<file path="config.mk">
export PLATFORM = sky130hd
export DESIGN_NAME = bcg_core
export DESIGN_NICKNAME = d
export VERILOG_FILES = /design/src/include/bcg_pkg.sv /design/src/include/bcg_comp_if.sv /design/src/core/bcg_comp.sv /design/src/core/bcg_core.sv
export VERILOG_INCLUDE_DIRS = /design/src /design/src/include
export SDC_FILE = /design/constraint.sdc
export NUM_CORES = 1
export LEC_CHECK = 0
export ABC_CLOCK_PERIOD_IN_PS = 6200
export BUFFER_PORTS_ARGS = -buffer_cell sky130_fd_sc_hd__buf_4
export CORE_MARGIN = 2
export CORE_UTILIZATION = 30
export CTS_CLUSTER_DIAMETER = 150
export DETAILED_ROUTE_END_ITERATION = 12
export PLACE_DENSITY = 0.52
export SYNTH_ARGS = -nofsm -noshare
export SYNTH_HDL_FRONTEND = slang
export SYNTH_SLANG_ARGS = --single-unit
</file>
<file path="constraint.sdc">
create_clock -name clk -period 6.2 [get_ports clk]
set_input_delay 0.31 -clock clk [delete_from_list [all_inputs] [get_ports clk]]
set_output_delay 0.31 -clock clk [all_outputs]
set_load 0.02 [all_outputs]
</file>
<file path="src/include/bcg_defines.svh">
// Battery capacity gauge constants: offsets, reset values, timing figures
`ifndef BCG_DEFINES_SVH
`define BCG_DEFINES_SVH

// Clock and time base
`define BCG_CLK_MHZ        100
`define BCG_TICK_US        1000
`define BCG_TICK_CYC       (`BCG_TICK_US * `BCG_CLK_MHZ)
`define BCG_EDV_HOLD_MS    500
`define BCG_EDV_HOLD_CYC   (`BCG_EDV_HOLD_MS * 1000 * `BCG_CLK_MHZ)
`define BCG_SD_TICKS       1000

// Register offsets
`define BCG_A_TEMP         8'h01
`define BCG_A_VSB_LO       8'h02
`define BCG_A_VSB_HI       8'h03
`define BCG_A_NAC_LO       8'h04
`define BCG_A_NAC_HI       8'h05
`define BCG_A_DCR_LO       8'h06
`define BCG_A_DCR_HI       8'h07
`define BCG_A_LMD_LO       8'h08
`define BCG_A_LMD_HI       8'h09
`define BCG_A_FLAGS        8'h0a
`define BCG_A_FIRST_EMPTY_THRESHOLD_THR     8'h0b
`define BCG_A_FINAL_EMPTY_THRESHOLD_THR     8'h0c
`define BCG_A_REL          8'h0d
`define BCG_A_RESET        8'h39

// Values
`define BCG_RESET_KEY      8'h80
`define BCG_FIRST_EMPTY_THRESHOLD_RST       8'h96
`define BCG_FINAL_EMPTY_THRESHOLD_RST       8'h93
`define BCG_THR_MV_STEP    16'h000a
`define BCG_VALID_CHG      10'h100
`define BCG_DCR_MAX        16'hffff
`define BCG_WT_UNITY       5'h10
`define BCG_TEMP_ZERO_CODE 4'h4
`define BCG_TEMP_MAX_CODE  4'hc
`define BCG_REL_STEPS      5

`endif

</file>
<file path="src/include/bcg_pkg.sv">
// Battery capacity gauge shared types
package bcg_pkg;
  typedef logic [3:0] bcg_tcode_t;
  typedef logic [4:0] bcg_wt_t;
  typedef logic [2:0][4:0] bcg_wts_t;
  typedef enum logic [2:0] {
    LRN_IDLE  = 3'b001,
    LRN_FULL  = 3'b010,
    LRN_EMPTY = 3'b100
  } bcg_lrn_e;
endpackage : bcg_pkg

</file>
<file path="src/include/bcg_comp_if.sv">
// Temperature step and count weights passed from compensation to core
`timescale 1ns/10ps
interface bcg_comp_if;
  bcg_pkg::bcg_tcode_t tcode;
  bcg_pkg::bcg_wts_t   wt;
  modport prov (output tcode, output wt);
  modport user (input tcode, input wt);
endinterface : bcg_comp_if

</file>
<file path="src/core/bcg_comp.sv">
// Temperature quantiser and count compensation weights
`timescale 1ns/10ps
`include "bcg_defines.svh"
module bcg_comp (
  input  logic              clk,
  input  logic              rst,
  input  logic signed [7:0] temp_raw,
  input  logic [1:0]        rate_code,
  bcg_comp_if.prov          cmp
);
  import bcg_pkg::*;

  // Ten degree steps, lowest below -30, top from 80 up
  function automatic bcg_tcode_t quantise(input logic signed [7:0] t);
    logic signed [8:0] s;
    s = 9'(t) + 9'sd40;
    if (t < -8'sd30) begin
      quantise = 4'h0;
    end else if (t >= 8'sd80) begin
      quantise = `BCG_TEMP_MAX_CODE;
    end else begin
      quantise = 4'(s / 9'sd10);
    end
  endfunction : quantise

  bcg_tcode_t tq;
  logic       cold;
  assign tq   = quantise(temp_raw);
  assign cold = (tq < `BCG_TEMP_ZERO_CODE);

  // Step registered so learning, display and reads see one stable code per cycle
  always_ff @(posedge clk or posedge rst) begin
    if (rst) begin
      cmp.tcode <= 4'h6;
    end else begin
      cmp.tcode <= tq;
    end
  end

  // Charge and discharge weighed by temperature and rate, self-discharge by temperature only
  always_ff @(posedge clk or posedge rst) begin
    if (rst) begin
      cmp.wt <= {3{`BCG_WT_UNITY}};
    end else begin
      cmp.wt[0] <= `BCG_WT_UNITY - (cold ? 5'h04 : 5'h00) - 5'(rate_code);
      cmp.wt[1] <= `BCG_WT_UNITY + (cold ? 5'h04 : 5'h00) + 5'({rate_code, 1'b0});
      cmp.wt[2] <= (tq <= 4'h6) ? 5'h08 : (tq <= 4'h8) ? `BCG_WT_UNITY : 5'h18;
    end
  end
endmodule : bcg_comp

</file>
<file path="src/core/bcg_core.sv">
// Battery capacity gauge core: capacity counters, learning, empty flags, registers
//////////////////////////////////////////////////////////////////////////////
// Contract
// - Charge raises count; discharges lower it, raise tally
// - Learn tally only after uninterrupted full-to-empty discharge
// - Initialisation loads learned capacity with programmed full
// - Before learning, count capped at programmed full
// - Transfer only for qualified discharge below first threshold
// - Relative display uses learned capacity as full
// - Charge/discharge: temperature and rate; self-discharge: temperature
// - Empty flags latch until next valid charge
// - Empty checks paused above 2C, resume after 0.5s
// - Host reads cell sense voltage
// - Writing 0x80 to reset_command resets gauge
// - Temperature code upper digit 0 to C
// - Temperature step steers compensation, self-discharge, display
// - Two programmable empty thresholds, final default 1.47V
// - Valid charge after more than 256 counts
// - Count stops rising at learned capacity
// - Discharge tally saturates at FFFFh
//////////////////////////////////////////////////////////////////////////////
`timescale 1ns/10ps
`include "bcg_defines.svh"
module bcg_core #(
  parameter int TICK_CYCLES     = `BCG_TICK_CYC,
  parameter int EDV_HOLD_CYCLES = `BCG_EDV_HOLD_CYC,
  parameter int SD_TICKS        = `BCG_SD_TICKS
) (
  input  logic              clk,
  input  logic              rst,
  input  logic [7:0]        reg_addr,
  input  logic [7:0]        reg_wdata,
  input  logic              reg_wr,
  input  logic              reg_rd,
  output logic [7:0]        reg_rdata,
  output logic              reg_rvalid,
  input  logic              chg_evt,
  input  logic              dsg_evt,
  input  logic              charge_active,
  input  logic              high_rate,
  input  logic [1:0]        rate_code,
  input  logic signed [7:0] temp_raw,
  input  logic [15:0]       cell_sense_voltage,
  input  logic [15:0]       programmed_full_capacity,
  input  logic              backup_supply_lost,
  output logic [7:0]        temperature_code,
  output logic              first_empty_flag,
  output logic              final_empty_flag,
  output logic [2:0]        rel_level
);
  import bcg_pkg::*;

  bcg_comp_if cmp ();

  bcg_comp u_comp (
    .clk       (clk),
    .rst       (rst),
    .temp_raw  (temp_raw),
    .rate_code (rate_code),
    .cmp       (cmp.prov)
  );

  //////////////////////////////////////////////////////////////////////////////
  // State
  logic [15:0] nominal_capacity_count;
  logic [15:0] discharge_tally;
  logic [15:0] learned_capacity;
  logic        learned_reg;
  logic [7:0]  first_empty_threshold;
  logic [7:0]  final_empty_threshold;
  logic        init_reg;
  logic [31:0] tick_cnt;
  logic        tick;
  logic [31:0] hold_cnt;
  logic        edv_en;
  logic [31:0] sd_cnt;
  logic        sd_evt;
  logic [9:0]  run_reg;
  logic        valid_reg;
  logic        vchg;
  bcg_lrn_e    lrn_reg;
  logic [2:0]  ev;
  logic [2:0][7:0] pend;
  logic [15:0] nac_next;
  logic [15:0] dcr_next;
  logic [9:0]  run_next;
  logic [2:0]  lvl;

  //////////////////////////////////////////////////////////////////////////////
  // Soft reset: held one cycle after reset, the reset key, or backup loss
  always_ff @(posedge clk or posedge rst) begin
    if (rst) begin
      init_reg <= 1'b1;
    end else begin
      init_reg <= backup_supply_lost ||
                  (reg_wr && reg_addr == `BCG_A_RESET && reg_wdata == `BCG_RESET_KEY);
    end
  end

  // Shared time base; all counters but the empty-check hold and the per-event accumulators step only on its tick
  always_ff @(posedge clk or posedge rst) begin
    if (rst) begin
      tick_cnt <= '0;
    end else if (tick) begin
      tick_cnt <= '0;
    end else begin
      tick_cnt <= tick_cnt + 32'd1;
    end
  end
  assign tick = (tick_cnt == 32'(TICK_CYCLES - 1));

  // Self-discharge estimate, one event per SD_TICKS while charge remains
  always_ff @(posedge clk or posedge rst) begin
    if (rst) begin
      sd_cnt <= '0;
    end else if (tick) begin
      sd_cnt <= (sd_cnt == 32'(SD_TICKS - 1)) ? 32'd0 : sd_cnt + 32'd1;
    end
  end
  assign sd_evt = tick && (sd_cnt == 32'(SD_TICKS - 1)) && (nominal_capacity_count != 16'h0000);
  assign ev     = {sd_evt, dsg_evt, chg_evt};

  //////////////////////////////////////////////////////////////////////////////
  // Weighted fractional accumulators, one per count source; whole counts wait
  // for the tick so a burst between ticks is applied in one step
  genvar g;
  generate
    for (g = 0; g < 3; g++) begin : g_acc
      logic [3:0] frac;
      logic [5:0] sum;
      logic [7:0] base;
      assign sum  = {2'b00, frac} + {1'b0, cmp.wt[g]};
      assign base = tick ? 8'h00 : pend[g];
      always_ff @(posedge clk or posedge rst) begin
        if (rst) begin
          frac    <= 4'h0;
          pend[g] <= 8'h00;
        end else if (init_reg) begin
          frac    <= 4'h0;
          pend[g] <= 8'h00;
        end else begin
          if (ev[g]) begin
            frac <= sum[3:0];
          end
          // New counts arriving on the tick are kept, not lost
          if (ev[g]) begin
            pend[g] <= (base > 8'hfd) ? 8'hff : base + {6'h00, sum[5:4]};
          end else begin
            pend[g] <= base;
          end
        end
      end
    end
  endgenerate

  //////////////////////////////////////////////////////////////////////////////
  // Next count values on a tick
  always_comb begin
    logic signed [18:0] s;
    logic [17:0]        d;
    s = $signed({3'b000, nominal_capacity_count}) + $signed({11'h000, pend[0]})
        - $signed({11'h000, pend[1]}) - $signed({11'h000, pend[2]});
    if (s < 0) begin
      nac_next = 16'h0000;
    end else if (s > $signed({3'b000, learned_capacity})) begin
      nac_next = learned_capacity;
    end else begin
      nac_next = s[15:0];
    end
    d = {2'b00, discharge_tally} + {10'h000, pend[1]}
        + ((nominal_capacity_count != 16'h0000) ? {10'h000, pend[2]} : 18'h00000);
    dcr_next = (d > {2'b00, `BCG_DCR_MAX}) ? `BCG_DCR_MAX : d[15:0];
    // Run stops growing well short of the top, so a full pending step cannot wrap it
    run_next = charge_active ? ((run_reg > 10'h300) ? run_reg : run_reg + {2'b00, pend[0]}) : 10'h000;
  end

  // Valid charge: sustained activity past the count threshold
  always_ff @(posedge clk or posedge rst) begin
    if (rst) begin
      run_reg   <= '0;
      valid_reg <= 1'b0;
    end else if (init_reg || !charge_active) begin
      run_reg   <= '0;
      valid_reg <= 1'b0;
    end else if (tick) begin
      run_reg   <= run_next;
      valid_reg <= valid_reg || (run_next > `BCG_VALID_CHG);
    end
  end
  assign vchg = tick && charge_active && !valid_reg && (run_next > `BCG_VALID_CHG);

  // Nominal capacity count; cleared by the first valid charge after empty
  always_ff @(posedge clk or posedge rst) begin
    if (rst) begin
      nominal_capacity_count <= '0;
    end else if (init_reg) begin
      nominal_capacity_count <= '0;
    end else if (vchg && lrn_reg == LRN_EMPTY) begin
      nominal_capacity_count <= '0;
    end else if (tick) begin
      nominal_capacity_count <= nac_next;
    end
  end

  // Discharge tally, restarted when the battery reads full
  always_ff @(posedge clk or posedge rst) begin
    if (rst) begin
      discharge_tally <= '0;
    end else if (init_reg) begin
      discharge_tally <= '0;
    end else if (tick) begin
      discharge_tally <= (nac_next == learned_capacity) ? 16'h0000 : dcr_next;
    end
  end

  // Learning cycle: full, then empty without a valid charge in between
  always_ff @(posedge clk or posedge rst) begin
    if (rst) begin
      lrn_reg <= LRN_IDLE;
    end else if (init_reg || vchg) begin
      lrn_reg <= LRN_IDLE;
    end else begin
      case (lrn_reg)
        LRN_IDLE: begin
          if (tick && nac_next == learned_capacity) begin
            lrn_reg <= LRN_FULL;
          end
        end
        LRN_FULL: begin
          if (first_empty_flag) begin
            // Cold end of discharge disqualifies learning
            lrn_reg <= (cmp.tcode >= `BCG_TEMP_ZERO_CODE) ? LRN_EMPTY : LRN_IDLE;
          end
        end
        LRN_EMPTY: begin
          lrn_reg <= LRN_EMPTY;
        end
        default: begin
          lrn_reg <= LRN_IDLE;
        end
      endcase
    end
  end

  // Learned capacity: programmed full on init, tally after a qualified discharge
  always_ff @(posedge clk or posedge rst) begin
    if (rst) begin
      learned_capacity <= '0;
      learned_reg      <= 1'b0;
    end else if (init_reg) begin
      learned_capacity <= programmed_full_capacity;
      learned_reg      <= 1'b0;
    end else if (vchg && lrn_reg == LRN_EMPTY && discharge_tally != 16'h0000) begin
      learned_capacity <= discharge_tally;
      learned_reg      <= 1'b1;
    end
  end

  //////////////////////////////////////////////////////////////////////////////
  // Empty check hold-off after high discharge rate
  always_ff @(posedge clk or posedge rst) begin
    if (rst) begin
      hold_cnt <= '0;
    end else if (high_rate) begin
      hold_cnt <= 32'(EDV_HOLD_CYCLES);
    end else if (hold_cnt != 32'd0) begin
      hold_cnt <= hold_cnt - 32'd1;
    end
  end
  assign edv_en = !high_rate && (hold_cnt == 32'd0);

  // Latched empty flags; a new crossing wins over the valid-charge clear
  always_ff @(posedge clk or posedge rst) begin
    if (rst) begin
      first_empty_flag <= 1'b0;
      final_empty_flag <= 1'b0;
    end else if (init_reg) begin
      first_empty_flag <= 1'b0;
      final_empty_flag <= 1'b0;
    end else begin
      first_empty_flag <= (edv_en && cell_sense_voltage < 16'(first_empty_threshold * `BCG_THR_MV_STEP))
                          || (first_empty_flag && !vchg);
      final_empty_flag <= (edv_en && cell_sense_voltage < 16'(final_empty_threshold * `BCG_THR_MV_STEP))
                          || (final_empty_flag && !vchg);
    end
  end

  // Threshold registers in 10 mV per cell
  always_ff @(posedge clk or posedge rst) begin
    if (rst) begin
      first_empty_threshold <= `BCG_FIRST_EMPTY_THRESHOLD_RST;
      final_empty_threshold <= `BCG_FINAL_EMPTY_THRESHOLD_RST;
    end else if (reg_wr && reg_addr == `BCG_A_FIRST_EMPTY_THRESHOLD_THR) begin
      first_empty_threshold <= reg_wdata;
    end else if (reg_wr && reg_addr == `BCG_A_FINAL_EMPTY_THRESHOLD_THR) begin
      final_empty_threshold <= reg_wdata;
    end
  end

  //////////////////////////////////////////////////////////////////////////////
  // Relative level in fifths of learned capacity; cold derates the shown charge
  always_comb begin
    logic [15:0] shown;
    logic [18:0] lhs;
    shown = (cmp.tcode < `BCG_TEMP_ZERO_CODE) ?
            nominal_capacity_count - {3'b000, nominal_capacity_count[15:3]} : nominal_capacity_count;
    lhs   = 19'(shown) * 19'(`BCG_REL_STEPS);
    lvl   = 3'd0;
    for (int k = 1; k <= `BCG_REL_STEPS; k++) begin
      if (learned_capacity != 16'h0000 && lhs >= 19'(learned_capacity) * 19'(k)) begin
        lvl = 3'(k);
      end
    end
  end

  // Registered status outputs
  always_ff @(posedge clk or posedge rst) begin
    if (rst) begin
      rel_level        <= '0;
      temperature_code <= '0;
    end else begin
      rel_level        <= lvl;
      temperature_code <= {cmp.tcode, 4'h0};
    end
  end

  //////////////////////////////////////////////////////////////////////////////
  // Register reads: data one cycle after the strobe, unmapped reads return zero
  always_ff @(posedge clk or posedge rst) begin
    if (rst) begin
      reg_rdata  <= '0;
      reg_rvalid <= 1'b0;
    end else begin
      reg_rvalid <= reg_rd;
      if (reg_rd) begin
        case (reg_addr)
          `BCG_A_TEMP:     reg_rdata <= {cmp.tcode, 4'h0};
          `BCG_A_VSB_LO:   reg_rdata <= cell_sense_voltage[7:0];
          `BCG_A_VSB_HI:   reg_rdata <= cell_sense_voltage[15:8];
          `BCG_A_NAC_LO:   reg_rdata <= nominal_capacity_count[7:0];
          `BCG_A_NAC_HI:   reg_rdata <= nominal_capacity_count[15:8];
          `BCG_A_DCR_LO:   reg_rdata <= discharge_tally[7:0];
          `BCG_A_DCR_HI:   reg_rdata <= discharge_tally[15:8];
          `BCG_A_LMD_LO:   reg_rdata <= learned_capacity[7:0];
          `BCG_A_LMD_HI:   reg_rdata <= learned_capacity[15:8];
          `BCG_A_FLAGS:    reg_rdata <= {3'b000, valid_reg, lrn_reg != LRN_IDLE, learned_reg,
                                         final_empty_flag, first_empty_flag};
          `BCG_A_FIRST_EMPTY_THRESHOLD_THR: reg_rdata <= first_empty_threshold;
          `BCG_A_FINAL_EMPTY_THRESHOLD_THR: reg_rdata <= final_empty_threshold;
          `BCG_A_REL:      reg_rdata <= {5'b00000, lvl};
          default:         reg_rdata <= 8'h00;
        endcase
      end
    end
  end
endmodule : bcg_core

</file>
==> results.ini <==
[synthesis]
synth_seq_cells = 239
synthArstFlopShare_pct = 100
synth_top_area_share_pct = 25.6
yosysWarnings = 0
synth.largest_area_cell = dfrtp_1
synthTopCellsByCount = 310 x ha_1, 225 x dfrtp_1, 185 x inv_1, 176 x nand2_1, 157 x nor2_1
syn-mean-instance-area_sq_um = 8.88
synth_area_leaders = dfrtp_1 26%, ha_1 18%, xnor2_1 5.2%
synthDistinctLibCells = 108
synth.cell_area_sq_mm = 0.0220
synth_edf_count = 0
synthCells = 2478
synth_ff_type = dfrtp_1
synthMostInstantiatedCell = ha_1
synth_seq_area_share_pct = 27.3

[clock_network]
cts_buffer_depth = 3
cts.clk_slew.worst_paths_ns = 0.06
h-tree-depth = 1
clk_root_buffer_cell = clkbuf_16
cts-buffers-inserted = 29
clkLatencyLatePin_ns = 0.58
cts.sink_count = 239
cts_tree = done

[floorplanning]
die_area_sq_mm = 0.0755
num_io_pins = 89
start_util_pct = 30.2
rows = 99
chipHeight_um = 275
fp.coreArea_sq_mm = 0.0728
die-width_um = 275

[setup_path]
cp-start-kind = register
cpLargestDelayFamily = compound AO/OA/AOI/OAI gates
critPathSlowestCell = dfrtp_1
worst-endpoint-arrival_ns = 6.70
cp_max_fo = 4
r2r_cells = 37
crit_top_cell = buf_4
cp.depth = 37
critical_path_class = reg2reg
crit_required_ns = 6.63
critPathCaptureType = register
max_stage_delay_ns = 0.38
cp.buffers_inverters = 15

[timing]
finalSetupViolCount = 3
finalClockSkew_ns = 0.0402
final.setup.worst_slack_ns = -0.0711
finalHoldViolations = 0
period_minus_slack_ns = 6.27
min_period_over_period_pct = 101
worst_pin_slew_ns = 1.31
slew_violations = 0
rsz0062_at_grt = yes
relSlewSlack_pct = 12.1
max_freq_ghz = 0.159

[grt]
grt.busiest_layer = met2
track_usage_pct = 18.8
grt_pass1_vias = 20447
grt_max_degree = 150
grt_remaining_overflow = 0
grt_pass1_wl_um = 114000
use_met2_pct = 31.6
antenna_found_initial = 4
grt_util_met1_pct = 25.3
met3_usage_pct = 2.10

[run_status]
status = complete, but fails checks
violations = negative setup slack

[finish]
largest_registers = hold_cnt: 32 flops, sd_cnt: 32 flops, tick_cnt: 32 flops
fillers = 7368
nets = 3133
area_delta_synth_final_pct = 21.8
drive_above_1_share_pct = 17.3

[detailed_routing]
vias = 19867
firstDrtPassIters = 5
ant_nets = 0
drc_errors = 0
first_iter_violations = 1234
vias_per_cell = 5.36
routed_wl_um = 71300
wl_per_cell_um = 19.2

[min_path]
worst_hold_path.num_cells = 2
hold_path.class = in2reg

[job]
drv_cap = 0

[placement]
io_buffers = 84
post-place-ws_ns = -0.437
place.gp.congestion = 0.934
dpl.hpwl_um = 55000

[power_and_ir_drop]
ir_drop_uv = 212
power_density_mw_per_mm2 = 248
power_mw = 6.64
p_leak_nw = 12.5

what timing repair did:
| item | 4_1_cts | 5_1_grt |
|---|---|---|
| pin swaps | 45 | 60 |
| endpoints found under the setup margin | 17 | 40 |
| endpoints found under the hold margin | 54 | 0 |
| setup buffers | 34 | 15 |
| cloned | 0 | 1 |
| gates resized for setup | 52 | 84 |
| hold buffers | 25 | 0 |
per-layer routing:
| metal | part of all wire (%) | vias up |
|---|---|---|
| met1 | 46 | 9812 |
| met2 | 47 | 438 |
| li1 | - | 9499 |
| met3 | 3.9 | 116 |
| met4 | 3.4 | 2 |
| met5 | 0.018 | - |
stage by stage:
step,setup TNS [ns],cells,hold WS (ns),instance area (sq um),utilization [%]
finish,-0.193,3707,0.0231,26800,36.8
global route,-1.58,3707,0.0136,26800,36.8
CTS,-0.684,3690,0.00456,26300,36.1
detailed placement,-1.81,3579,0.400,24500,33.7
global placement,-0.782,3579,0.396,24500,33.7
floorplan,-0.0190,2481,0.341,22000,-
layout by cell type, fill, tap and decap left out, types with 20 or more instances in the layout:
cell type and instances:
ha_1 296, buf_4 251, dfrtp_1 225, inv_1 182, nand2_1 175, nor2_1 150
a21oi_1 130, o21ai_0 129, xnor2_1 125, nand3_1 72, a21o_1 59, xor2_1 56
nor3_1 51, nand4_1 45, nor2b_1 44, mux2i_1 44, nor4_1 41, nand2b_1 35
clkbuf_16 29, fa_1 28, and3_1 26, o21a_1 25, dlygate4sd3_1 25, a31oi_1 22
mux2_2 20
worst paths after layout:
kind / end / slack (ns) / from
max in group asynchronous: sd_cnt[7] / 4.49 / rst
hold reg to reg: temperature_code[5] / 0.46 / u_comp.cmp.tcode[1]
setup reg to reg: rel_level[0] / -0.07 / nominal_capacity_count[0]
setup / recovery: rel_level[0] / -0.07 / nominal_capacity_count[0]
hold / removal: u_comp.cmp.wt[7] / 0.02 / rate_code[1]
min in group asynchronous: temperature_code[7] / 0.36 / rst
worst reg2reg max path: cells and delay by family, from the launching register on:
family | cells | cell delay, ns
muxes | 1 | 0.11
DFF | 1 | 0.38
buffers and inverters | 15 | 1.77
xor gates and xnor gates | 1 | 0.14
and+or+nand+nor | 4 | 0.36
AOI/OAI and AO/OA | 12 | 2.26
adders and majority gates | 4 | 1.13
kinds of logic after synthesis:
family	share of synthesized area [%]
AO/OA/AOI/OAI	18.8
buffers and inverters	4.49
XOR/XNOR	7.80
other	0.0170
multiplexers	3.12
flip-flops	27.3
adder cells (fa/ha/maj)	20.5
AND/OR/NAND/NOR	18.0
power breakdown:
part	internal (mW)	switching, mW	total (mW)
Clock	1.07	0.718	1.78
Combinational	1.35	1.80	3.15
Sequential	1.63	0.0776	1.71
layout make-up:
cell class                 count  area (sq um)  area share, %
multi-input combinational   1989         15700           58.6
antenna                        1          2.50        0.00934
clock buffer                  40           837           3.12
inverter                     185           698           2.61
clock inverter                13           155          0.579
sequential                   239          6000           22.4
timing repair buffer         281          2210           8.24
tap                          959          1200           4.48
Power figures use the tool's default switching activity.
